[config.mk]
export PLATFORM = sky130hd
export DESIGN_NAME = ghc_top
export DESIGN_NICKNAME = d
export VERILOG_FILES = /design/src/hdl/ghc_pkg.sv /design/src/hdl/ghc_sync.sv /design/src/hdl/ghc_bus_off.sv /design/src/hdl/ghc_top.sv
export SDC_FILE = /design/constraint.sdc
export NUM_CORES = 1
export LEC_CHECK = 0
export BUFFER_PORTS_ARGS = -buffer_cell sky130_fd_sc_hd__buf_2
export CAP_MARGIN = 20
export CORE_MARGIN = 2
export CORE_UTILIZATION = 55
export CTS_CLUSTER_DIAMETER = 30
export CTS_CLUSTER_SIZE = 16
export DETAILED_ROUTE_END_ITERATION = 6
export PLACE_DENSITY = 0.73
export SLEW_MARGIN = 0
export SYNTH_ARGS = -nofsm -noshare
export SYNTH_HDL_FRONTEND = slang
export SYNTH_SLANG_ARGS = --single-unit
export TNS_END_PERCENT = 1
[constraint.sdc]
create_clock -name CORE_CLK -period 10.15 [get_ports CORE_CLK]
set_clock_uncertainty 0.15 [all_clocks]
set_input_delay 0.5075 -clock CORE_CLK [delete_from_list [all_inputs] [get_ports CORE_CLK]]
set_output_delay 0.5075 -clock CORE_CLK [all_outputs]
set_load 0.005 [all_outputs]
[src/hdl/ghc_pkg.sv]
// Shared constants for the gauge housekeeping and scheduling block
package ghc_pkg;
  // Core clock and time units
  localparam int CLK_PERIOD_NS = 10;
  localparam int MS_NS = 1000000;
  localparam int MS_CYCLES = (MS_NS + CLK_PERIOD_NS - 1) / CLK_PERIOD_NS;
  localparam int MS_PER_S = 1000;
  localparam int S_PER_H = 3600;
  // Scheduling intervals
  localparam int RUN_INTERVAL_MS = 250;
  localparam int LIFE_STATS_H = 10;
  localparam int LIFE_TIME_H = 2;
  localparam int LIFE_STATS_S = LIFE_STATS_H * S_PER_H;
  localparam int LIFE_TIME_S = LIFE_TIME_H * S_PER_H;
  // Bus-off detection: one extra tick covers the unknown phase of the first tick
  localparam int BUS_OFF_S = 2;
  localparam int BUS_OFF_TICKS = BUS_OFF_S * MS_PER_S + 1;
  localparam int BUS_RESUME_MS = 1;
  // Register bus
  localparam int AW = 8;
  localparam int DW = 32;
  localparam logic [7:0] OFS_CTRL = 8'h00;
  localparam logic [7:0] OFS_STATUS = 8'h04;
  localparam logic [7:0] OFS_SLEEP = 8'h08;
  localparam logic [7:0] OFS_BAL = 8'h0C;
  localparam logic [7:0] OFS_TRIP = 8'h10;
  localparam logic [7:0] OFS_TEMP = 8'h14;
  localparam logic [7:0] OFS_LED = 8'h18;
  localparam logic [7:0] OFS_COUNT = 8'h1C;
  localparam logic [7:0] OFS_WAKE = 8'h20;
  localparam logic [7:0] OFS_AUTH = 8'h24;
  localparam logic [7:0] OFS_THERM = 8'h28;
  // Control fields
  localparam int CTRL_MODE_LSB = 0;
  localparam int CTRL_TRIP_EN = 2;
  localparam int CTRL_MASTER = 3;
  localparam int CTRL_PEC = 4;
  localparam int CTRL_BAL_EN = 5;
  localparam logic [1:0] MODE_REQ_NORMAL = 2'h0;
  localparam logic [1:0] MODE_REQ_SLEEP = 2'h1;
  localparam logic [1:0] MODE_REQ_SHUTDOWN = 2'h2;
  // Reset values
  localparam logic [7:0] SLEEP_RST = 8'h14;
  localparam logic [15:0] BAL_RST = 16'h0FA0;
  localparam logic [15:0] TRIP_SET_RST = 16'h0000;
  localparam logic [15:0] TRIP_CLR_RST = 16'h0000;
  localparam logic [15:0] WAKE_RST = 16'h0010;
  localparam logic [2:0] LED_SEGS_RST = 3'h5;
  // LED display contents
  localparam logic [1:0] LED_SHOW_CAP = 2'h0;
  localparam logic [1:0] LED_SHOW_FAULT = 2'h1;
  localparam logic [1:0] LED_SHOW_BOTH = 2'h2;
  localparam int PERCENT_FULL = 100;
  localparam int NCELL = 4;
  localparam int NTEMP = 5;
  localparam int NSEG = 5;
  typedef enum logic [1:0] {GHC_NORMAL, GHC_SLEEP, GHC_SHUTDOWN} ghc_mode_e;
endpackage

[src/hdl/ghc_sync.sv]
// Two-flop synchroniser for pin levels
`timescale 1ns/1ps
module ghc_sync #(
  parameter int W = 2
) (
  input wire logic clk,
  input wire logic rst_n,
  input wire logic [W-1:0] d,
  output logic [W-1:0] q
);
  logic [W-1:0] meta;

  always_ff @(posedge clk) begin
    if (!rst_n) begin
      meta <= '0;
      q <= '0;
    end else begin
      meta <= d;
      q <= meta;
    end
  end
endmodule

[src/hdl/ghc_bus_off.sv]
// Detects the bus-off state from synchronised bus line levels
`timescale 1ns/1ps
module ghc_bus_off #(
  parameter int LIMIT_TICKS = ghc_pkg::BUS_OFF_TICKS
) (
  input wire logic clk,
  input wire logic rst_n,
  input wire logic ms_tick,
  input wire logic enable,
  input wire logic clk_line,
  input wire logic data_line,
  output logic bus_off
);
  logic [15:0] low_ms;

  always_ff @(posedge clk) begin
    if (!rst_n) begin
      low_ms <= '0;
      bus_off <= 1'b0;
    end else if (!enable || clk_line || data_line) begin
      // Any high line restarts the timer and leaves bus-off at once
      low_ms <= '0;
      bus_off <= 1'b0;
    end else if (ms_tick && !bus_off) begin
      if (low_ms == 16'(LIMIT_TICKS - 1)) begin
        bus_off <= 1'b1;
      end else begin
        low_ms <= low_ms + 16'h0001;
      end
    end
  end
endmodule

[src/hdl/ghc_top.sv]
// Housekeeping, scheduling and bus-state control of the gas gauge
`timescale 1ns/1ps
module ghc_top #(
  parameter int MS_CYCLES = ghc_pkg::MS_CYCLES,
  parameter int MS_PER_S = ghc_pkg::MS_PER_S,
  parameter int LIFE_STATS_S = ghc_pkg::LIFE_STATS_S,
  parameter int LIFE_TIME_S = ghc_pkg::LIFE_TIME_S
) (
  input wire logic CORE_CLK,
  input wire logic RST_N,
  input wire logic [7:0] ADDR,
  input wire logic [31:0] WDATA,
  input wire logic WR,
  input wire logic RD,
  output logic [31:0] RDATA,
  input wire logic BUS_CLOCK_PIN_IN,
  output logic BUS_CLOCK_PIN_OUT,
  output logic BUS_CLOCK_PIN_OE,
  input wire logic BUS_DATA_PIN_IN,
  output logic BUS_DATA_PIN_OUT,
  output logic BUS_DATA_PIN_OE,
  input wire logic BUS_CLOCK_PULL_LOW,
  input wire logic BUS_DATA_PULL_LOW,
  output logic BUS_CLOCK_SEEN,
  output logic BUS_DATA_SEEN,
  output logic BUS_ACTIVE,
  output logic BUS_MASTER_EN,
  output logic BUS_PEC_EN,
  input wire logic signed [15:0] SENSE_POS_INPUT,
  input wire logic signed [15:0] SENSE_NEG_INPUT,
  input wire logic SENSE_VALID,
  output logic CHARGING,
  output logic DISCHARGING,
  input wire logic [63:0] CELL_VOLT,
  output logic [3:0] BALANCE,
  output logic CELL_VOLT_REFRESH,
  input wire logic [15:0] REMAINING_CHARGE_VALUE,
  output logic TRIP_POINT_IRQ,
  output logic TRIP_POINT_IRQ_PULLUP_EN,
  input wire logic LIFE_STATS_DIFF,
  input wire logic LIFE_TIME_DIFF,
  output logic LIFE_STATS_COPY,
  output logic LIFE_TIME_COPY,
  output logic MEAS_RUN,
  input wire logic RUN_DONE,
  output logic REDUCED_POWER,
  output logic SHUTDOWN_ACTIVE,
  input wire logic FAULT_DETECT,
  input wire logic PERMANENT_FAULT,
  input wire logic [4:0] PERMANENT_FAULT_CODE,
  input wire logic [6:0] RELATIVE_CHARGE_PERCENT,
  output logic [4:0] LED_SEG,
  output logic [4:0] TEMP_EN,
  output logic [4:0] TEMP_IS_FET,
  output logic [7:0] CELL_THERM_MODEL,
  output logic [7:0] FET_THERM_MODEL,
  output logic AUTH_START,
  input wire logic AUTH_DONE
);
  ghc_pkg::ghc_mode_e mode;
  logic trip_en;
  logic bal_en;
  logic [7:0] sleep_intv;
  logic [15:0] bal_thresh;
  logic [15:0] trip_set;
  logic [15:0] trip_clr;
  logic [15:0] wake_thresh;
  logic [2:0] led_segs;
  logic [1:0] led_show;
  logic auth_done_flag;
  logic run_active;
  logic [31:0] ms_cnt;
  logic ms_tick;
  logic [15:0] run_ms;
  logic run_tick;
  logic [7:0] sleep_cnt;
  logic [15:0] sec_ms;
  logic sec_tick;
  logic [31:0] stats_s;
  logic [31:0] time_s;
  logic signed [31:0] charge_count;
  logic signed [16:0] sense_diff;
  logic [16:0] sense_mag;
  logic [1:0] lines_sync;
  logic bus_off;
  logic alive;
  logic show_phase;
  logic [15:0] min_cell;
  logic next_wake;

  assign alive = (mode != ghc_pkg::GHC_SHUTDOWN);

  // Pin synchroniser and bus-off watch
  ghc_sync #(.W(2)) i_ghc_sync (
    .clk(CORE_CLK),
    .rst_n(RST_N),
    .d({BUS_CLOCK_PIN_IN, BUS_DATA_PIN_IN}),
    .q(lines_sync)
  );

  ghc_bus_off #(.LIMIT_TICKS(ghc_pkg::BUS_OFF_TICKS)) i_ghc_bus_off (
    .clk(CORE_CLK),
    .rst_n(RST_N),
    .ms_tick(ms_tick),
    .enable(alive),
    .clk_line(lines_sync[1]),
    .data_line(lines_sync[0]),
    .bus_off(bus_off)
  );

  // Open-drain lines only pulled low, never while off or shut down
  assign BUS_CLOCK_PIN_OUT = 1'b0;
  assign BUS_DATA_PIN_OUT = 1'b0;
  assign BUS_CLOCK_PIN_OE = BUS_CLOCK_PULL_LOW && BUS_ACTIVE;
  assign BUS_DATA_PIN_OE = BUS_DATA_PULL_LOW && BUS_ACTIVE;
  assign BUS_CLOCK_SEEN = lines_sync[1];
  assign BUS_DATA_SEEN = lines_sync[0];
  assign BUS_ACTIVE = alive && !bus_off;
  assign SHUTDOWN_ACTIVE = !alive;
  assign REDUCED_POWER = !run_active;
  assign TRIP_POINT_IRQ_PULLUP_EN = trip_en && alive;

  // Register writes
  always_ff @(posedge CORE_CLK) begin
    if (!RST_N) begin
      trip_en <= 1'b0;
      bal_en <= 1'b0;
      BUS_MASTER_EN <= 1'b0;
      BUS_PEC_EN <= 1'b0;
      sleep_intv <= ghc_pkg::SLEEP_RST;
      bal_thresh <= ghc_pkg::BAL_RST;
      trip_set <= ghc_pkg::TRIP_SET_RST;
      trip_clr <= ghc_pkg::TRIP_CLR_RST;
      wake_thresh <= ghc_pkg::WAKE_RST;
      led_segs <= ghc_pkg::LED_SEGS_RST;
      led_show <= ghc_pkg::LED_SHOW_CAP;
      TEMP_EN <= '0;
      TEMP_IS_FET <= '0;
      CELL_THERM_MODEL <= '0;
      FET_THERM_MODEL <= '0;
    end else if (WR) begin
      case (ADDR)
        ghc_pkg::OFS_CTRL: begin
          trip_en <= WDATA[ghc_pkg::CTRL_TRIP_EN];
          BUS_MASTER_EN <= WDATA[ghc_pkg::CTRL_MASTER];
          BUS_PEC_EN <= WDATA[ghc_pkg::CTRL_PEC];
          bal_en <= WDATA[ghc_pkg::CTRL_BAL_EN];
        end
        ghc_pkg::OFS_SLEEP: sleep_intv <= WDATA[7:0];
        ghc_pkg::OFS_BAL: bal_thresh <= WDATA[15:0];
        ghc_pkg::OFS_TRIP: begin
          trip_set <= WDATA[15:0];
          trip_clr <= WDATA[31:16];
        end
        ghc_pkg::OFS_TEMP: begin
          TEMP_EN <= WDATA[4:0];
          TEMP_IS_FET <= WDATA[12:8];
        end
        ghc_pkg::OFS_LED: begin
          led_segs <= WDATA[2:0];
          led_show <= WDATA[5:4];
        end
        ghc_pkg::OFS_WAKE: wake_thresh <= WDATA[15:0];
        ghc_pkg::OFS_THERM: begin
          CELL_THERM_MODEL <= WDATA[7:0];
          FET_THERM_MODEL <= WDATA[15:8];
        end
        default: ;
      endcase
    end
  end

  // Read port, data valid only in the cycle after the strobe
  always_ff @(posedge CORE_CLK) begin
    if (!RST_N || !RD) begin
      RDATA <= '0;
    end else begin
      case (ADDR)
        ghc_pkg::OFS_CTRL: RDATA <= {26'h0, bal_en, BUS_PEC_EN, BUS_MASTER_EN, trip_en,
                                     mode};
        ghc_pkg::OFS_STATUS: RDATA <= {25'h0, auth_done_flag, bus_off, TRIP_POINT_IRQ,
                                       DISCHARGING, CHARGING, mode};
        ghc_pkg::OFS_SLEEP: RDATA <= {24'h0, sleep_intv};
        ghc_pkg::OFS_BAL: RDATA <= {16'h0, bal_thresh};
        ghc_pkg::OFS_TRIP: RDATA <= {trip_clr, trip_set};
        ghc_pkg::OFS_TEMP: RDATA <= {19'h0, TEMP_IS_FET, 3'h0, TEMP_EN};
        ghc_pkg::OFS_LED: RDATA <= {26'h0, led_show, 1'b0, led_segs};
        ghc_pkg::OFS_COUNT: RDATA <= charge_count;
        ghc_pkg::OFS_WAKE: RDATA <= {16'h0, wake_thresh};
        ghc_pkg::OFS_AUTH: RDATA <= {31'h0, auth_done_flag};
        ghc_pkg::OFS_THERM: RDATA <= {16'h0, FET_THERM_MODEL, CELL_THERM_MODEL};
        default: RDATA <= '0;
      endcase
    end
  end

  // Power mode machine
  always_ff @(posedge CORE_CLK) begin
    if (!RST_N) begin
      mode <= ghc_pkg::GHC_NORMAL;
    end else if (WR && ADDR == ghc_pkg::OFS_CTRL) begin
      case (WDATA[ghc_pkg::CTRL_MODE_LSB +: 2])
        ghc_pkg::MODE_REQ_SLEEP: mode <= ghc_pkg::GHC_SLEEP;
        ghc_pkg::MODE_REQ_SHUTDOWN: mode <= ghc_pkg::GHC_SHUTDOWN;
        default: mode <= ghc_pkg::GHC_NORMAL;
      endcase
    end else begin
      case (mode)
        ghc_pkg::GHC_SLEEP: if (next_wake) mode <= ghc_pkg::GHC_NORMAL;
        ghc_pkg::GHC_NORMAL: ;
        ghc_pkg::GHC_SHUTDOWN: ;
        default: mode <= ghc_pkg::GHC_NORMAL;
      endcase
    end
  end

  assign next_wake = FAULT_DETECT || PERMANENT_FAULT ||
                     (SENSE_VALID && sense_mag > {1'b0, wake_thresh});

  // Millisecond, run and second time base
  always_ff @(posedge CORE_CLK) begin
    if (!RST_N || !alive) begin
      ms_cnt <= '0;
      ms_tick <= 1'b0;
      run_ms <= '0;
      run_tick <= 1'b0;
      sec_ms <= '0;
      sec_tick <= 1'b0;
    end else begin
      ms_tick <= (ms_cnt == 32'(MS_CYCLES - 1));
      ms_cnt <= (ms_cnt == 32'(MS_CYCLES - 1)) ? '0 : ms_cnt + 32'h1;
      run_tick <= 1'b0;
      sec_tick <= 1'b0;
      if (ms_tick) begin
        run_tick <= (run_ms == 16'(ghc_pkg::RUN_INTERVAL_MS - 1));
        run_ms <= (run_ms == 16'(ghc_pkg::RUN_INTERVAL_MS - 1)) ? '0 : run_ms + 16'h1;
        sec_tick <= (sec_ms == 16'(MS_PER_S - 1));
        sec_ms <= (sec_ms == 16'(MS_PER_S - 1)) ? '0 : sec_ms + 16'h1;
      end
    end
  end

  // Measurement cycle scheduling
  always_ff @(posedge CORE_CLK) begin
    if (!RST_N || !alive) begin
      MEAS_RUN <= 1'b0;
      CELL_VOLT_REFRESH <= 1'b0;
      sleep_cnt <= '0;
    end else begin
      MEAS_RUN <= 1'b0;
      CELL_VOLT_REFRESH <= 1'b0;
      if (run_tick) begin
        CELL_VOLT_REFRESH <= 1'b1;
        if (mode == ghc_pkg::GHC_NORMAL) begin
          MEAS_RUN <= 1'b1;
          sleep_cnt <= '0;
        end else if (sleep_cnt + 8'h1 >= sleep_intv) begin
          MEAS_RUN <= 1'b1;
          sleep_cnt <= '0;
        end else begin
          sleep_cnt <= sleep_cnt + 8'h1;
        end
      end
    end
  end

  always_ff @(posedge CORE_CLK) begin
    if (!RST_N || !alive) begin
      run_active <= 1'b0;
    end else if (MEAS_RUN) begin
      run_active <= 1'b1;
    end else if (RUN_DONE) begin
      run_active <= 1'b0;
    end
  end

  // Charge direction and coulomb integration
  assign sense_diff = 17'(SENSE_POS_INPUT) - 17'(SENSE_NEG_INPUT);
  assign sense_mag = sense_diff[16] ? 17'(-sense_diff) : sense_diff;

  always_ff @(posedge CORE_CLK) begin
    if (!RST_N || !alive) begin
      CHARGING <= 1'b0;
      DISCHARGING <= 1'b0;
    end else if (SENSE_VALID) begin
      CHARGING <= !sense_diff[16] && sense_diff != '0;
      DISCHARGING <= sense_diff[16];
    end
  end

  // Each count is one 0.26 nVh step of the sense integral
  always_ff @(posedge CORE_CLK) begin
    if (!RST_N) begin
      charge_count <= '0;
    end else if (alive && SENSE_VALID) begin
      charge_count <= charge_count + 32'(sense_diff);
    end
  end

  // Voltage-based balancing of each cell
  always_comb begin
    min_cell = CELL_VOLT[15:0];
    for (int i = 1; i < ghc_pkg::NCELL; i++) begin
      if (CELL_VOLT[i*16 +: 16] < min_cell) min_cell = CELL_VOLT[i*16 +: 16];
    end
  end

  for (genvar g = 0; g < ghc_pkg::NCELL; g++) begin : g_bal
    always_ff @(posedge CORE_CLK) begin
      if (!RST_N || !alive || !bal_en || !CHARGING) begin
        BALANCE[g] <= 1'b0;
      end else if (CELL_VOLT_REFRESH) begin
        BALANCE[g] <= CELL_VOLT[g*16 +: 16] >= bal_thresh &&
                      CELL_VOLT[g*16 +: 16] > min_cell;
      end
    end
  end

  // Capacity trip point
  always_ff @(posedge CORE_CLK) begin
    if (!RST_N || !alive || !trip_en) begin
      TRIP_POINT_IRQ <= 1'b0;
    end else if (MEAS_RUN) begin
      if (REMAINING_CHARGE_VALUE <= trip_set) begin
        TRIP_POINT_IRQ <= 1'b1;
      end else if (REMAINING_CHARGE_VALUE > trip_clr) begin
        TRIP_POINT_IRQ <= 1'b0;
      end
    end
  end

  // Lifetime log timers
  always_ff @(posedge CORE_CLK) begin
    if (!RST_N || !alive) begin
      stats_s <= '0;
      time_s <= '0;
      LIFE_STATS_COPY <= 1'b0;
      LIFE_TIME_COPY <= 1'b0;
    end else begin
      LIFE_STATS_COPY <= 1'b0;
      LIFE_TIME_COPY <= 1'b0;
      if (sec_tick) begin
        if (stats_s == 32'(LIFE_STATS_S - 1)) begin
          stats_s <= '0;
          LIFE_STATS_COPY <= LIFE_STATS_DIFF;
        end else begin
          stats_s <= stats_s + 32'h1;
        end
        if (time_s == 32'(LIFE_TIME_S - 1)) begin
          time_s <= '0;
          LIFE_TIME_COPY <= LIFE_TIME_DIFF;
        end else begin
          time_s <= time_s + 32'h1;
        end
      end
    end
  end

  // Segment display
  always_ff @(posedge CORE_CLK) begin
    if (!RST_N || !alive) begin
      show_phase <= 1'b0;
    end else if (sec_tick) begin
      show_phase <= !show_phase;
    end
  end

  for (genvar s = 0; s < ghc_pkg::NSEG; s++) begin : g_led
    logic cap_on;
    assign cap_on = (s < 32'(led_segs)) &&
                    10'(RELATIVE_CHARGE_PERCENT * led_segs) > 10'(s * ghc_pkg::PERCENT_FULL);
    always_ff @(posedge CORE_CLK) begin
      if (!RST_N || !alive) begin
        LED_SEG[s] <= 1'b0;
      end else if (led_show == ghc_pkg::LED_SHOW_FAULT ||
                   (led_show == ghc_pkg::LED_SHOW_BOTH && PERMANENT_FAULT && show_phase)) begin
        LED_SEG[s] <= PERMANENT_FAULT && PERMANENT_FAULT_CODE[s];
      end else begin
        LED_SEG[s] <= cap_on;
      end
    end
  end

  // Authentication handshake toward the hash engine
  always_ff @(posedge CORE_CLK) begin
    if (!RST_N || !alive) begin
      AUTH_START <= 1'b0;
      auth_done_flag <= 1'b0;
    end else begin
      AUTH_START <= WR && ADDR == ghc_pkg::OFS_AUTH;
      if (AUTH_DONE) begin
        auth_done_flag <= 1'b1;
      end else if (WR && ADDR == ghc_pkg::OFS_AUTH) begin
        auth_done_flag <= 1'b0;
      end
    end
  end
endmodule

Yosys cells after proc, flatten, opt, wreduce, memory -nomap -nowiden
Cells that the tools add are included.
{ "word_totals": {"reg_bits": 353, "elab_cells": 219} }
{ "classes": {"muxes": 29, "n_addsub": 10, "mul": 1, "n_reduce_logical": 71, "bitwise": 7, "order_cmp": 25, "n_eq_ne": 25} }
{ "ops": {"columns": ["cell", "n"], "rows": [
  ["$pmux W32 S11", 1],
  ["$add A32 B1 Y32 const B", 3],
  ["$gt A16 B16 Y1", 5],
  ["$mux W16", 5],
  ["$ge A16 B16 Y1", 4],
  ["$mux W32", 2],
  ["$add A16 B1 Y16 const B", 3],
  ["$lt A16 B16 Y1", 3],
  ["$add A32 B17 Y32", 1],
  ["$eq A32 B13 Y1 const B", 1],
  ["$eq A32 B16 Y1 const B", 1],
  ["$eq A32 B17 Y1 const B", 1],
  ["$eq A8 B5 Y1 const B", 4],
  ["$logic_and A1 B1 Y1", 26],
  ["$eq A8 B6 Y1 const B", 3],
  ["$reduce_and A2 Y1", 12],
  ["$gt A10 B9 Y1 const B", 2],
  ["$gt A17 B16 Y1", 1],
  ["$mux W17", 1],
  ["$neg A17 Y17", 1],
  ["$reduce_bool A17 Y1", 1],
  ["$sub A16 B16 Y17", 1],
  ["$eq A16 B10 Y1 const B", 1],
  ["$eq A16 B11 Y1 const B", 1],
  ["30 further kinds", 84]
]} }

Depth between registers and ports, before layout
Gate-level depths: netlist (run 1).
{ "depth": {"depth_word": 9, "ltp_mapped": 47, "depth_no_buf": 41} }

Hierarchy
A second synthesis (run 1) with hierarchy kept.
{ "unflattened": {"hier_cells": 2923, "area_unflattened_um2": 23183.5} }
{ "by_module_without_submodules": {"columns": ["mod", "instances", "area_each_um2", "cells_each"], "rows": [
  ["ghc_top", 1, 22210.1, 2814],
  ["ghc_bus_off", 1, 868.3, 101],
  ["ghc_sync", 1, 105.1, 8]
]} }

Least setup slack after synthesis (run 1)
No wires, ideal clock.
{ "synth_timing": {"path_kind": "input-to-reg", "from": "in CELL_VOLT[2]", "to": "reg BALANCE[2]", "t_arrival_ps": 8526, "path_stages": 44, "path_slack_ps": 1410, "n_path_buf": 6, "path_cell_list": "inv_1 > ha_1 > a211o_1 > a31oi_1 > o21ai_1 > a211oi_1 > buf_4 > clkbuf_1 > nor2_1 > a21oi_1 > ha_1 > a2111oi_0 > o21ai_0 > a31o_2 > a21oi_1 > nand2_1 > a21oi_1 > o21ai_1 > [... 8 more ...] > a221oi_1 > nand2b_1 > a311oi_1 > a21oi_2 > buf_6 > buf_2 > mux2_2 > ha_1 > nand4_1 > or2_2 > nor2_1 > a211oi_1 > o21ai_0 > o21ai_0 > a211oi_1 > o21ai_0 > or3_1 > nand4_1"} }
{ "synth_via": {"elab_chain_cells": 8} }
{ "synth_rtl": {"columns": ["item", "line_no", "source"], "rows": [
  ["start, declared", "ghc_top.sv:34", "input wire logic [63:0] CELL_VOLT,"],
  ["$lt A16 B16 Y1", "ghc_top.sv:304", "if (CELL_VOLT[i*16 +: 16] < min_cell) min_cell = CELL_VOLT[i*16 +: 16];"],
  ["$mux W16 *", "ghc_top.sv:304", null],
  ["$lt A16 B16 Y1", "ghc_top.sv:304", null],
  ["$mux W16 *", "ghc_top.sv:304", null],
  ["$lt A16 B16 Y1", "ghc_top.sv:304", null],
  ["$mux W16 *", "ghc_top.sv:304", null],
  ["$gt A16 B16 Y1 *", "ghc_top.sv:314", "CELL_VOLT[g*16 +: 16] > min_cell;"],
  ["$logic_and A1 B1 Y1 *", "ghc_top.sv:313", "BALANCE[g] <= CELL_VOLT[g*16 +: 16] >= bal_thresh &&"],
  ["end signal, assigned by index", "ghc_top.sv:313", null],
  ["end, declared", "ghc_top.sv:35", "output logic [3:0] BALANCE,"]
]} }
Mark *: on every way between the ends. The rest lies on a longest branch, timed or not.
A chain may end at the register's enable or synchronous reset.

Worst setup path in the final report (run 1)
{ "layout_timing": {"from": "in CELL_VOLT[5]", "to": "reg BALANCE[2]"} }
The elaborated chain is that of the path after synthesis.

==> flow_metrics.py, run 1 <==
metrics = {
    "global_route": {
        "grt_pass1_wl_um": 120000,
        "grt_pass1_vias": 22500,
        "grt_use_total_pct": 34.1,
        "grt_antenna_before_repair": 5,
        "maximum_number_of_pins_on_one_net_before_global_route_repair": 77,
        "grt_overflow_total": 0,
    },
    "critical_path": {
        "cpMaxStageDelayCell": "sky130_fd_sc_hd__a2111oi_0",
        "worst_r2r_path_depth": 13,
        "worstPathRequired_ps": 10540,
        "critical_path.max_stage_delay_ps": 430,
        "setup.worst_path.end_class": "register",
        "cp.arrival_ps": 9700,
        "setup.reg_to_reg.worst_slack_ps": 5720,
        "timing.critical_path.fanout_max": 17,
        "critical_path_class": "primary input to register",
        "startpoint": "CELL_VOLT[5]",
        "worst_setup_path_start_kind": "primary input",
        "timing.rr.end": "charge_count[31]",
        "crit_top_cell": "sky130_fd_sc_hd__o21ai_0",
        "r2r-start": "charge_count[1]",
        "worstSetupEndpoint": "BALANCE[2]",
    },
    "run": {
        "max_cap_violations": 0,
    },
    "timing": {
        "relative_max_transition_margin_pct": 24.7,
        "final-setup-viol-count": 0,
        "rsz_0062_raised_after_global_routing": "no",
        "final-hold-violation-count": 0,
        "max_freq_mhz": 107,
        "final_critical_path_setup_slack_ps": 844,
        "hold-worst-slack_ps": 28.8,
        "period_share_pct": 91.7,
        "period_needed_ps": 9310,
        "worst-slew-pin-transition_ps": 1120,
        "slew_violations": 0,
        "setup_tns_ps": 0,
    },
    "detailed_routing": {
        "drt-pass1-iter-count": 7,
        "wire_per_inst_um": 20.0,
        "drt_first_iter_violations": 2018,
        "postRouteWirelength_um": 76200,
        "drcViolationCount": 0,
        "route.detailed.vias_per_inst": 5.97,
        "routed-via-count": 22700,
        "antenna_violating_nets_post_route": 0,
    },
    "yosys": {
        "netlist_area_um2": 23400,
        "synth_ff_type": "sky130_fd_sc_hd__dfxtp_1",
        "synth_edf_count": 0,
        "synthesized_instance_count": 2899,
        "post_synth_num_cell_types": 81,
        "synth_seq_area_share_pct": 30.2,
        "syn-mean-instance-area_um2": 8.07,
        "synth_top_area_share_pct": 30.2,
        "cell_type_contributing_the_most_total_cell_area_after_synthesis": "sky130_fd_sc_hd__dfxtp_1",
        "yosysWarningCount": 0,
        "yosys_register_bits": 353,
        "ys_top_cells_by_area": "sky130_fd_sc_hd__dfxtp_1 (30%), sky130_fd_sc_hd__ha_1 (15%), sky130_fd_sc_hd__nand2_1 (6.3%)",
        "share_of_flip_flops_with_an_asynchronous_set_or_reset_pct": 0,
    },
    "final_layout": {
        "layout.cells.most_common_list": "sky130_fd_sc_hd__nand2_1 (390), sky130_fd_sc_hd__dfxtp_1 (353), sky130_fd_sc_hd__ha_1 (283), sky130_fd_sc_hd__nor2_1 (264), sky130_fd_sc_hd__buf_2 (262)",
        "layout-area-overhead-vs-synth_pct": 22.2,
        "layout_commonest_cell": "sky130_fd_sc_hd__nand2_1",
        "num-nets-final": 3668,
        "final_layout_size_suffix_gt1_share_pct": 14.7,
    },
    "floorplanning": {
        "floorplan.io_pins": 266,
        "floorplan.die_area_um2": 44200,
        "die-width_um": 210,
        "initial_core_util_pct": 55.8,
        "placementRows": 75,
        "core_area_um2": 41900,
        "floorplan.die.height_um": 210,
    },
    "clock_tree": {
        "cts-buffers-inserted": 82,
        "h-tree-depth": 3,
        "clock_sinks": 353,
        "ctsLongestPathBuffers": 3,
        "cts.reportedPaths.clkPinSlew_ps": 50,
        "ctsRootBufferMaster": "sky130_fd_sc_hd__clkbuf_16",
        "postCtsSetupRepairBufs": 0,
        "worst_skew_pair.late_latency_ps": 630,
        "clock_tree_from_tritoncts": "yes",
    },
    "place": {
        "place_congestion": 0.979,
        "pre_cts_ws_ps": 280,
        "port-buffer-count": 263,
        "dp_hpwl_um": 57400,
    },
    "pwr": {
        "total_power_mw": 5.40,
        "power.density_nw_per_um2": 189,
        "peak_ir_drop_on_the_vdd_network_mv": 0.232,
        "total_leakage_power_nw": 12.2,
    },
    "run_status": {
        "outcome": "finished clean",
    },
    "min_path": {
        "timing.hold.worst.class": "primary input to register",
    },
}
==> layout make-up <==
cell class	instances	area, µm²
flip-flops and latches	353	7070
clock inverters	46	762
fillers	3408	13300
repair buffers	313	1810
inverters	175	657
well taps	539	674
clock buffers	107	2310
multi-input cells	2273	15300
diodes	3	7.51
==> metrics by stage <==
| stage | util [%] | instances | cell area, µm² |
|---|---|---|---|
| 2_1_floorplan | - | 2900 | 23400 |
| 3_3_place_gp | 60.0 | 3622 | 25200 |
| 3_5_place_dp | 60.1 | 3623 | 25200 |
| 4_1_cts | 68.0 | 3802 | 28500 |
| 5_1_grt | 68.2 | 3809 | 28600 |
| 6_report | 68.2 | 3809 | 28600 |
==> per-layer routing <==
| layer | GRT usage [%] | share of wire [%] |
|---|---|---|
| met5 | 0 | 0.017 |
| met4 | 16.7 | 4.6 |
| met2 | 56.1 | 46 |
| met1 | 43.1 | 43 |
| met3 | 6.09 | 7.1 |
==> how the worst min path moves through the flow <==
stage	from	to	slack, ps	cells past startpoint
final	RUN_DONE	run_active	30	4
after global routing	RUN_DONE	run_active	30	4
after CTS	RUN_DONE	run_active	9	4
after detailed placement	i_ghc_sync.meta[1]	i_ghc_sync.q[1]	270	1
after global placement	i_ghc_sync.meta[1]	i_ghc_sync.q[1]	260	1
after floorplan	i_ghc_sync.meta[0]	i_ghc_sync.q[0]	260	1
==> power by group <==
part / total [mW] / internal [mW] / switching [mW] / leakage (nW)
clock: 2.87 / 1.98 / 0.894 / 1.50
combinational: 1.07 / 0.450 / 0.615 / 7.84
sequential: 1.46 / 1.42 / 0.0373 / 2.85
total: 5.40 / 3.85 / 1.55 / 12.2
==> synth_stat cells (28+ instances only) <==
master,instances
sky130_fd_sc_hd__nor3_1,39
sky130_fd_sc_hd__a21oi_1,136
sky130_fd_sc_hd__nand2_1,391
sky130_fd_sc_hd__nor2_1,265
sky130_fd_sc_hd__ha_1,283
sky130_fd_sc_hd__nand2b_1,29
sky130_fd_sc_hd__nor2b_1,28
sky130_fd_sc_hd__clkbuf_1,84
sky130_fd_sc_hd__a21boi_0,106
sky130_fd_sc_hd__and3_1,40
sky130_fd_sc_hd__a21o_1,52
sky130_fd_sc_hd__xor2_1,120
sky130_fd_sc_hd__o21ai_0,118
sky130_fd_sc_hd__dfxtp_1,353
sky130_fd_sc_hd__nand4_1,59
sky130_fd_sc_hd__a22oi_1,34
sky130_fd_sc_hd__nand3_1,114
sky130_fd_sc_hd__o21a_1,32
sky130_fd_sc_hd__inv_1,175
sky130_fd_sc_hd__xnor2_1,71
sky130_fd_sc_hd__and2_1,44
==> critical path, delay by kind of cell <==
family / cells / cell delay, ps
AO/OA/AOI/OAI: 26 / 5950
adder cells (fa/ha/maj): 4 / 1140
buffers and inverters: 5 / 890
multiplexers: 1 / 330
AND/OR/NAND/NOR: 6 / 860
==> state kept, by name (all words and copies together) (netlist names), 8 cells and up <==
register / cells
time_s: 32
charge_count: 32
trip_set: 16
FET_THERM_MODEL: 8
wake_thresh: 16
sleep_intv: 8
sec_ms: 16
ms_cnt: 32
trip_clr: 16
stats_s: 32
RDATA: 32
bal_thresh: 16
run_ms: 16
i_ghc_bus_off.low_ms: 16
CELL_THERM_MODEL: 8
sleep_cnt: 8
==> cell families after synthesis <==
kind of cell               synth area share [%]
AOI/OAI and AO/OA                          18.7
xor gates and xnor gates                   7.15
adders and majority gates                  15.9
buffers and inverters                      4.51
DFF                                        30.2
muxes                                      1.36
other                                    0.0160
and+or+nand+nor                            22.1
==> what timing repair did <==
action,4_1_cts,5_1_grt
endpoints found under the hold margin,26,0
setup endpoints to repair,0,1
hold buffers,26,0
gates resized for setup,0,1
Note: power is estimated with default switching activity, not from simulation.
==> run 2: changes to the inputs <==
--- a/config.mk
+++ b/config.mk
@@ -8,11 +8,12 @@
 export BUFFER_PORTS_ARGS = -buffer_cell sky130_fd_sc_hd__buf_2
 export CAP_MARGIN = 20
 export CORE_MARGIN = 2
-export CORE_UTILIZATION = 55
+export CORE_UTILIZATION = 40
+export CTS_BUF_LIST = sky130_fd_sc_hd__clkbuf_2 sky130_fd_sc_hd__clkbuf_4 sky130_fd_sc_hd__clkbuf_8
 export CTS_CLUSTER_DIAMETER = 30
 export CTS_CLUSTER_SIZE = 16
 export DETAILED_ROUTE_END_ITERATION = 6
-export PLACE_DENSITY = 0.73
+export PLACE_DENSITY = 0.55
 export SLEW_MARGIN = 0
 export SYNTH_ARGS = -nofsm -noshare
 export SYNTH_HDL_FRONTEND = slang
==> run 2 against run 1 <==
Flip-flop and latch count unchanged. Sequential share of layout area up 0.46 points. Clock power is 30% lower. Largest cell class unchanged. Largest power group unchanged. Maximum frequency up 1.9%. Wire length rose by 4.6%. Count of clock-buffer cells in the layout down 5. Worst hold slack better by 32 ps. Combinational power is essentially flat. Highest routed layer is now met4.
==> flow_metrics.py, run 2 (synthesis results as in run 1) <==
metrics = {
    "run_status": {
        "outcome": "finished clean",
    },
    "timing": {
        "setup_tns_ps": 0,
        "relative_max_transition_margin_pct": 31.8,
        "rsz_0062_raised_after_global_routing": "no",
        "slew_violations": 0,
        "worst-slew-pin-transition_ps": 1020,
        "max_freq_mhz": 110,
        "final-hold-violation-count": 0,
        "period_needed_ps": 9130,
        "final-setup-viol-count": 0,
        "period_share_pct": 90.0,
    },
    "clock_tree": {
        "ctsLongestPathBuffers": 3,
        "clock_tree_from_tritoncts": "yes",
        "worst_skew_pair.late_latency_ps": 690,
        "cts-buffers-inserted": 86,
        "h-tree-depth": 3,
        "clock_sinks": 353,
        "number_of_gates_given_a_new_drive_strength_after_cts": 0,
        "cts.reportedPaths.clkPinSlew_ps": 60,
        "ctsRootBufferMaster": "sky130_fd_sc_hd__clkbuf_8",
    },
    "detailed_routing": {
        "postRouteWirelength_um": 79700,
        "routed-via-count": 22300,
        "wire_per_inst_um": 19.6,
        "drt_first_iter_violations": 1554,
        "route.detailed.vias_per_inst": 5.49,
        "drcViolationCount": 0,
        "antenna_violating_nets_post_route": 0,
        "drt-pass1-iter-count": 6,
    },
    "floorplanning": {
        "floorplan.die.height_um": 246,
        "die-width_um": 246,
        "floorplan.io_pins": 266,
        "placementRows": 88,
        "floorplan.die_area_um2": 60500,
        "core_area_um2": 57800,
        "initial_core_util_pct": 40.5,
    },
    "pwr": {
        "cell_internal_pwr_mw": 3.10,
        "share_seq_of_total_power_pct": 32.0,
        "total_power_mw": 4.55,
        "p_comb_share_pct": 23.8,
        "switching_share_pct": 31.9,
        "peak_ir_drop_on_the_vdd_network_mv": 0.101,
        "total_leakage_power_nw": 11.8,
        "switchingPower_mw": 1.45,
        "clock_power_share_pct": 44.2,
        "power.density_nw_per_um2": 162,
    },
    "critical_path": {
        "cpMaxStageDelayCell": "sky130_fd_sc_hd__a211oi_2",
        "worstPathRequired_ps": 10550,
        "cp_num_buf_inv": 4,
        "critical_path_class": "primary input to register",
        "setup.worst_path.end_class": "register",
        "crit_top_cell": "sky130_fd_sc_hd__a21oi_1",
        "worst_path_dominant_cell_family": "compound AO/OA/AOI/OAI gates",
        "cp.arrival_ps": 9530,
        "worst_setup_path_start_kind": "primary input",
        "critical_path.max_stage_delay_ps": 520,
        "timing.critical_path.fanout_max": 15,
    },
    "global_route": {
        "grt_use_total_pct": 26.1,
        "grt_overflow_total": 0,
        "grt_pass1_vias": 21800,
        "grt_antenna_before_repair": 5,
        "maximum_number_of_pins_on_one_net_before_global_route_repair": 101,
        "grt_pass1_wl_um": 122000,
    },
    "place": {
        "dp_hpwl_um": 61600,
        "place_congestion": 0.903,
        "port-buffer-count": 263,
    },
    "run": {
        "max_cap_violations": 0,
    },
    "final_layout": {
        "layout_commonest_cell": "sky130_fd_sc_hd__nand2_1",
        "layout-area-overhead-vs-synth_pct": 20.0,
        "num-nets-final": 3695,
        "final_layout_size_suffix_gt1_share_pct": 15.3,
        "layout.cells.most_common_list": "sky130_fd_sc_hd__nand2_1 (391), sky130_fd_sc_hd__dfxtp_1 (353), sky130_fd_sc_hd__ha_1 (283), sky130_fd_sc_hd__nor2_1 (264), sky130_fd_sc_hd__buf_2 (262)",
    },
    "min_path": {
        "timing.hold.worst.class": "primary input to register",
    },
}
[run 2: changes by cell type in the layout (fill, tap and decap cells not counted), moves of 6 or more]
| cell | previous run | this run |
|---|---|---|
| sky130_fd_sc_hd__buf_4 | 20 | 33 |
| sky130_fd_sc_hd__dlygate4sd3_1 | 26 | 37 |
| sky130_fd_sc_hd__clkinvlp_4 | 2 | 11 |
| sky130_fd_sc_hd__clkbuf_1 | 9 | 0 |
| sky130_fd_sc_hd__clkbuf_8 | 16 | 96 |
| sky130_fd_sc_hd__inv_6 | 5 | 11 |
| sky130_fd_sc_hd__clkbuf_4 | 0 | 6 |
| sky130_fd_sc_hd__clkbuf_16 | 82 | 0 |
[run 2: cell type report]
cell class / count / area (µm²)
fillers: 5679 / 29700
multi-input cells: 2273 / 15300
flip-flops and latches: 353 / 7070
repair buffers: 336 / 2030
clock buffers: 102 / 1370
well taps: 765 / 957
clock inverters: 57 / 691
inverters: 175 / 657
diodes: 1 / 2.50
[run 2: power by group through the flow]
stage	combinational, mW	clock (mW)	sequential (mW)
after global routing	1.22	2.12	1.46
after global placement	1.04	0	1.49
final	1.08	2.01	1.46
after detailed placement	1.05	0	1.49
after CTS	1.07	2.05	1.46
after floorplan	0.747	0	1.47
[run 2: through the flow]
stage | cells | hold slack [ps] | instance area, µm² | setup slack (ps) | utilization, %
finish | 4062 | 60.4 | 28100 | 1020 | 48.6
detailed placement | 3863 | 277 | 25600 | 520 | 44.3
CTS | 4059 | 3.24 | 28000 | 1230 | 48.5
global placement | 3860 | 267 | 25500 | 642 | 44.2
floorplan | 2900 | 262 | 23400 | 1410 | -
global route | 4061 | 33.9 | 28100 | 156 | 48.6
[run 2: worst min-delay path, stage by stage]
cell and delay (ps):
sky130_fd_sc_hd__buf_2 170, sky130_fd_sc_hd__nand2_1 70, sky130_fd_sc_hd__a21boi_0 70
[run 2: timing repair]
item,CTS,global route
buffers inserted,0,0
endpoints found under the hold margin,62,0
endpoints found under the setup margin,0,0
hold buffers,37,0
[run 2: path summary, 6_finish.rpt]
path | from | to | slack (ps) | cells after the start
worst min-delay path | WDATA[7] | CELL_THERM_MODEL[7] | 60 | 3
worst max register to register | charge_count[1] | charge_count[31] | 5750 | 13
worst min register to register | i_ghc_sync.meta[0] | i_ghc_sync.q[0] | 280 | 1
worst max-delay path | CELL_VOLT[2] | BALANCE[2] | 1020 | 42
[run 2: layer usage]
layer | vias up | global-route usage [%] | routed length [µm]
met1 | 10600 | 34.4 | 36200
met5 | - | 0 | 0
met3 | 145 | 4.43 | 4610
met4 | 0 | 8.36 | 2440
li1 | 10900 | - | -
met2 | 628 | 43.1 | 36500
==> run 3: changes to the inputs <==
--- a/config.mk
+++ b/config.mk
@@ -8,12 +8,12 @@
 export BUFFER_PORTS_ARGS = -buffer_cell sky130_fd_sc_hd__buf_2
 export CAP_MARGIN = 20
 export CORE_MARGIN = 2
-export CORE_UTILIZATION = 40
+export CORE_UTILIZATION = 53
 export CTS_BUF_LIST = sky130_fd_sc_hd__clkbuf_2 sky130_fd_sc_hd__clkbuf_4 sky130_fd_sc_hd__clkbuf_8
 export CTS_CLUSTER_DIAMETER = 30
 export CTS_CLUSTER_SIZE = 16
 export DETAILED_ROUTE_END_ITERATION = 6
-export PLACE_DENSITY = 0.55
+export PLACE_DENSITY = 0.7
 export SLEW_MARGIN = 0
 export SYNTH_ARGS = -nofsm -noshare
 export SYNTH_HDL_FRONTEND = slang
==> run 3 against run 2 <==
Die area decreased by 24%. Final cell count decreased by 5.4%. Wire length decreased by 6.2%. Non-clock buffer count decreased by 21. Total power decreased by 4.3%. Count of clock-buffer cells in the layout decreased by 10. Via count increased by 0.63%. Critical path depth decreased by 1. Largest power group unchanged. Sequential power about the same. First-iteration DRC count increased by 24%.
==> flow_metrics.py, run 3 (synthesis results as in run 1) <==
metrics = {
    "floorplanning": {
        "placementRows": 76,
        "floorplan.io_pins": 266,
        "core_area_um2": 43400,
        "die-width_um": 214,
        "floorplan.die.height_um": 214,
        "initial_core_util_pct": 54.0,
        "floorplan.die_area_um2": 45900,
    },
    "final_layout": {
        "layout.cells.most_common_list": "sky130_fd_sc_hd__nand2_1 (391), sky130_fd_sc_hd__dfxtp_1 (353), sky130_fd_sc_hd__ha_1 (283), sky130_fd_sc_hd__nor2_1 (264), sky130_fd_sc_hd__buf_2 (262)",
        "layout_commonest_cell": "sky130_fd_sc_hd__nand2_1",
        "layout-area-overhead-vs-synth_pct": 17.3,
        "num-nets-final": 3663,
        "postLayoutCellArea_um2": 27500,
        "final_cell_count_no_fill": 3841,
        "fillers": 3837,
        "final_layout_size_suffix_gt1_share_pct": 14.5,
        "finish.utilization_pct": 63.3,
    },
    "detailed_routing": {
        "drcViolationCount": 0,
        "drt_first_iter_violations": 1926,
        "antenna_violating_nets_post_route": 0,
        "routed-via-count": 22400,
        "postRouteWirelength_um": 74800,
        "drt-pass1-iter-count": 6,
        "wire_per_inst_um": 19.5,
        "route.detailed.vias_per_inst": 5.84,
    },
    "global_route": {
        "grt_antenna_before_repair": 4,
        "grt_pass1_vias": 21800,
        "grt_overflow_total": 0,
        "grt_pass1_wl_um": 118000,
        "grt_use_total_pct": 32.0,
        "maximum_number_of_pins_on_one_net_before_global_route_repair": 85,
    },
    "timing": {
        "rsz_0062_raised_after_global_routing": "no",
        "final-setup-viol-count": 0,
        "period_share_pct": 91.1,
        "relative_max_transition_margin_pct": 31.9,
        "period_needed_ps": 9250,
        "max_freq_mhz": 108,
        "slew_violations": 0,
        "final-hold-violation-count": 0,
        "final_critical_path_setup_slack_ps": 904,
        "setup_tns_ps": 0,
        "hold-worst-slack_ps": 45.3,
        "worst-slew-pin-transition_ps": 1020,
    },
    "clock_tree": {
        "ctsLongestPathBuffers": 3,
        "ctsRootBufferMaster": "sky130_fd_sc_hd__clkbuf_8",
        "h-tree-depth": 3,
        "cts.reportedPaths.clkPinSlew_ps": 50,
        "clock_sinks": 353,
        "clock_tree_from_tritoncts": "yes",
        "postCtsSetupRepairBufs": 0,
        "worst_skew_pair.late_latency_ps": 640,
        "cts-buffers-inserted": 75,
    },
    "place": {
        "dp_hpwl_um": 57000,
        "port-buffer-count": 263,
        "placedCellCount": 3666,
        "pre_cts_ws_ps": 187,
        "placed_cell_area_um2": 25200,
        "place_congestion": 0.972,
    },
    "run": {
        "max_cap_violations": 0,
    },
    "pwr": {
        "total_power_mw": 4.36,
        "total_leakage_power_nw": 11.6,
        "power.density_nw_per_um2": 159,
        "cell_internal_pwr_mw": 2.98,
        "p_comb_share_pct": 24.3,
        "share_seq_of_total_power_pct": 33.5,
        "clock_power_share_pct": 42.2,
        "peak_ir_drop_on_the_vdd_network_mv": 0.114,
        "switching_share_pct": 31.6,
        "switchingPower_mw": 1.38,
    },
    "critical_path": {
        "crit_top_cell": "sky130_fd_sc_hd__o21ai_0",
        "worstPathRequired_ps": 10550,
        "worst_setup_path_start_kind": "primary input",
        "cp.arrival_ps": 9650,
        "timing.critical_path.fanout_max": 21,
        "critical_path.max_stage_delay_ps": 470,
        "setup.worst_path.end_class": "register",
        "critical_path_class": "primary input to register",
        "cpMaxStageDelayCell": "sky130_fd_sc_hd__a211oi_4",
    },
    "min_path": {
        "timing.hold.worst.class": "primary input to register",
    },
    "run_status": {
        "outcome": "finished clean",
    },
}
==> run 3: changes by cell type in the layout (fill, tap and decap cells not counted), sizes merged <==
cell / previous run / this run
buf: 299 / 283
clkbuf: 102 / 93
clkinv: 21 / 15
clkinvlp: 11 / 6
dlygate4sd3: 37 / 31
inv: 189 / 190
==> run 3: routing by layer <==
metal / global-route usage [%] / up-vias / routed length (µm)
li1: - / 10900 / -
met1: 41.4 / 10500 / 32100
met2: 53.1 / 860 / 34300
met3: 5.04 / 178 / 5490
met4: 12.8 / 4 / 2880
met5: 0 / - / 23
==> run 3: area by class of cell <==
| type | instances | area [µm²] | area share, % |
|---|---|---|---|
| Inverter | 175 | 657 | 2.39 |
| Sequential cell | 353 | 7070 | 25.7 |
| Multi-Input combinational cell | 2273 | 15300 | 55.8 |
| Tap cell | 585 | 732 | 2.67 |
| Clock inverter | 47 | 617 | 2.25 |
| Antenna cell | 1 | 2.50 | 0.00911 |
| Timing Repair Buffer | 315 | 1830 | 6.68 |
| Clock buffer | 92 | 1220 | 4.45 |
==> run 3: critical path, delay by kind of cell <==
family	cells	cell delay (ps)
compound gates	26	6030
fa+ha+maj	4	1120
buf+inv	4	790
simple gates	6	780
mux	1	390
==> run 3: what timing repair did <==
| action | CTS | global route |
|---|---|---|
| endpoints found under the setup margin | 0 | 3 |
| endpoints found under the hold margin | 41 | 0 |
| hold buffers | 31 | 0 |
| resized for setup | 0 | 2 |
==> run 3: path summary, 6_finish.rpt <==
check,depth (start not counted),startpoint,slack (ps),endpoint
max,41,CELL_VOLT[2],900,BALANCE[2]
min,4,RUN_DONE,50,run_active
max reg2reg,13,charge_count[1],5670,charge_count[31]
min reg2reg,1,i_ghc_sync.meta[1],300,i_ghc_sync.q[1]
==> run 3: power by group through the flow <==
stage	Sequential [mW]	Clock [mW]	Combinational, mW
after floorplan	1.47	0	0.747
after global placement	1.49	0	0.991
after detailed placement	1.49	0	1.02
after CTS	1.46	1.87	1.04
after global routing	1.46	1.94	1.18
final	1.46	1.84	1.06
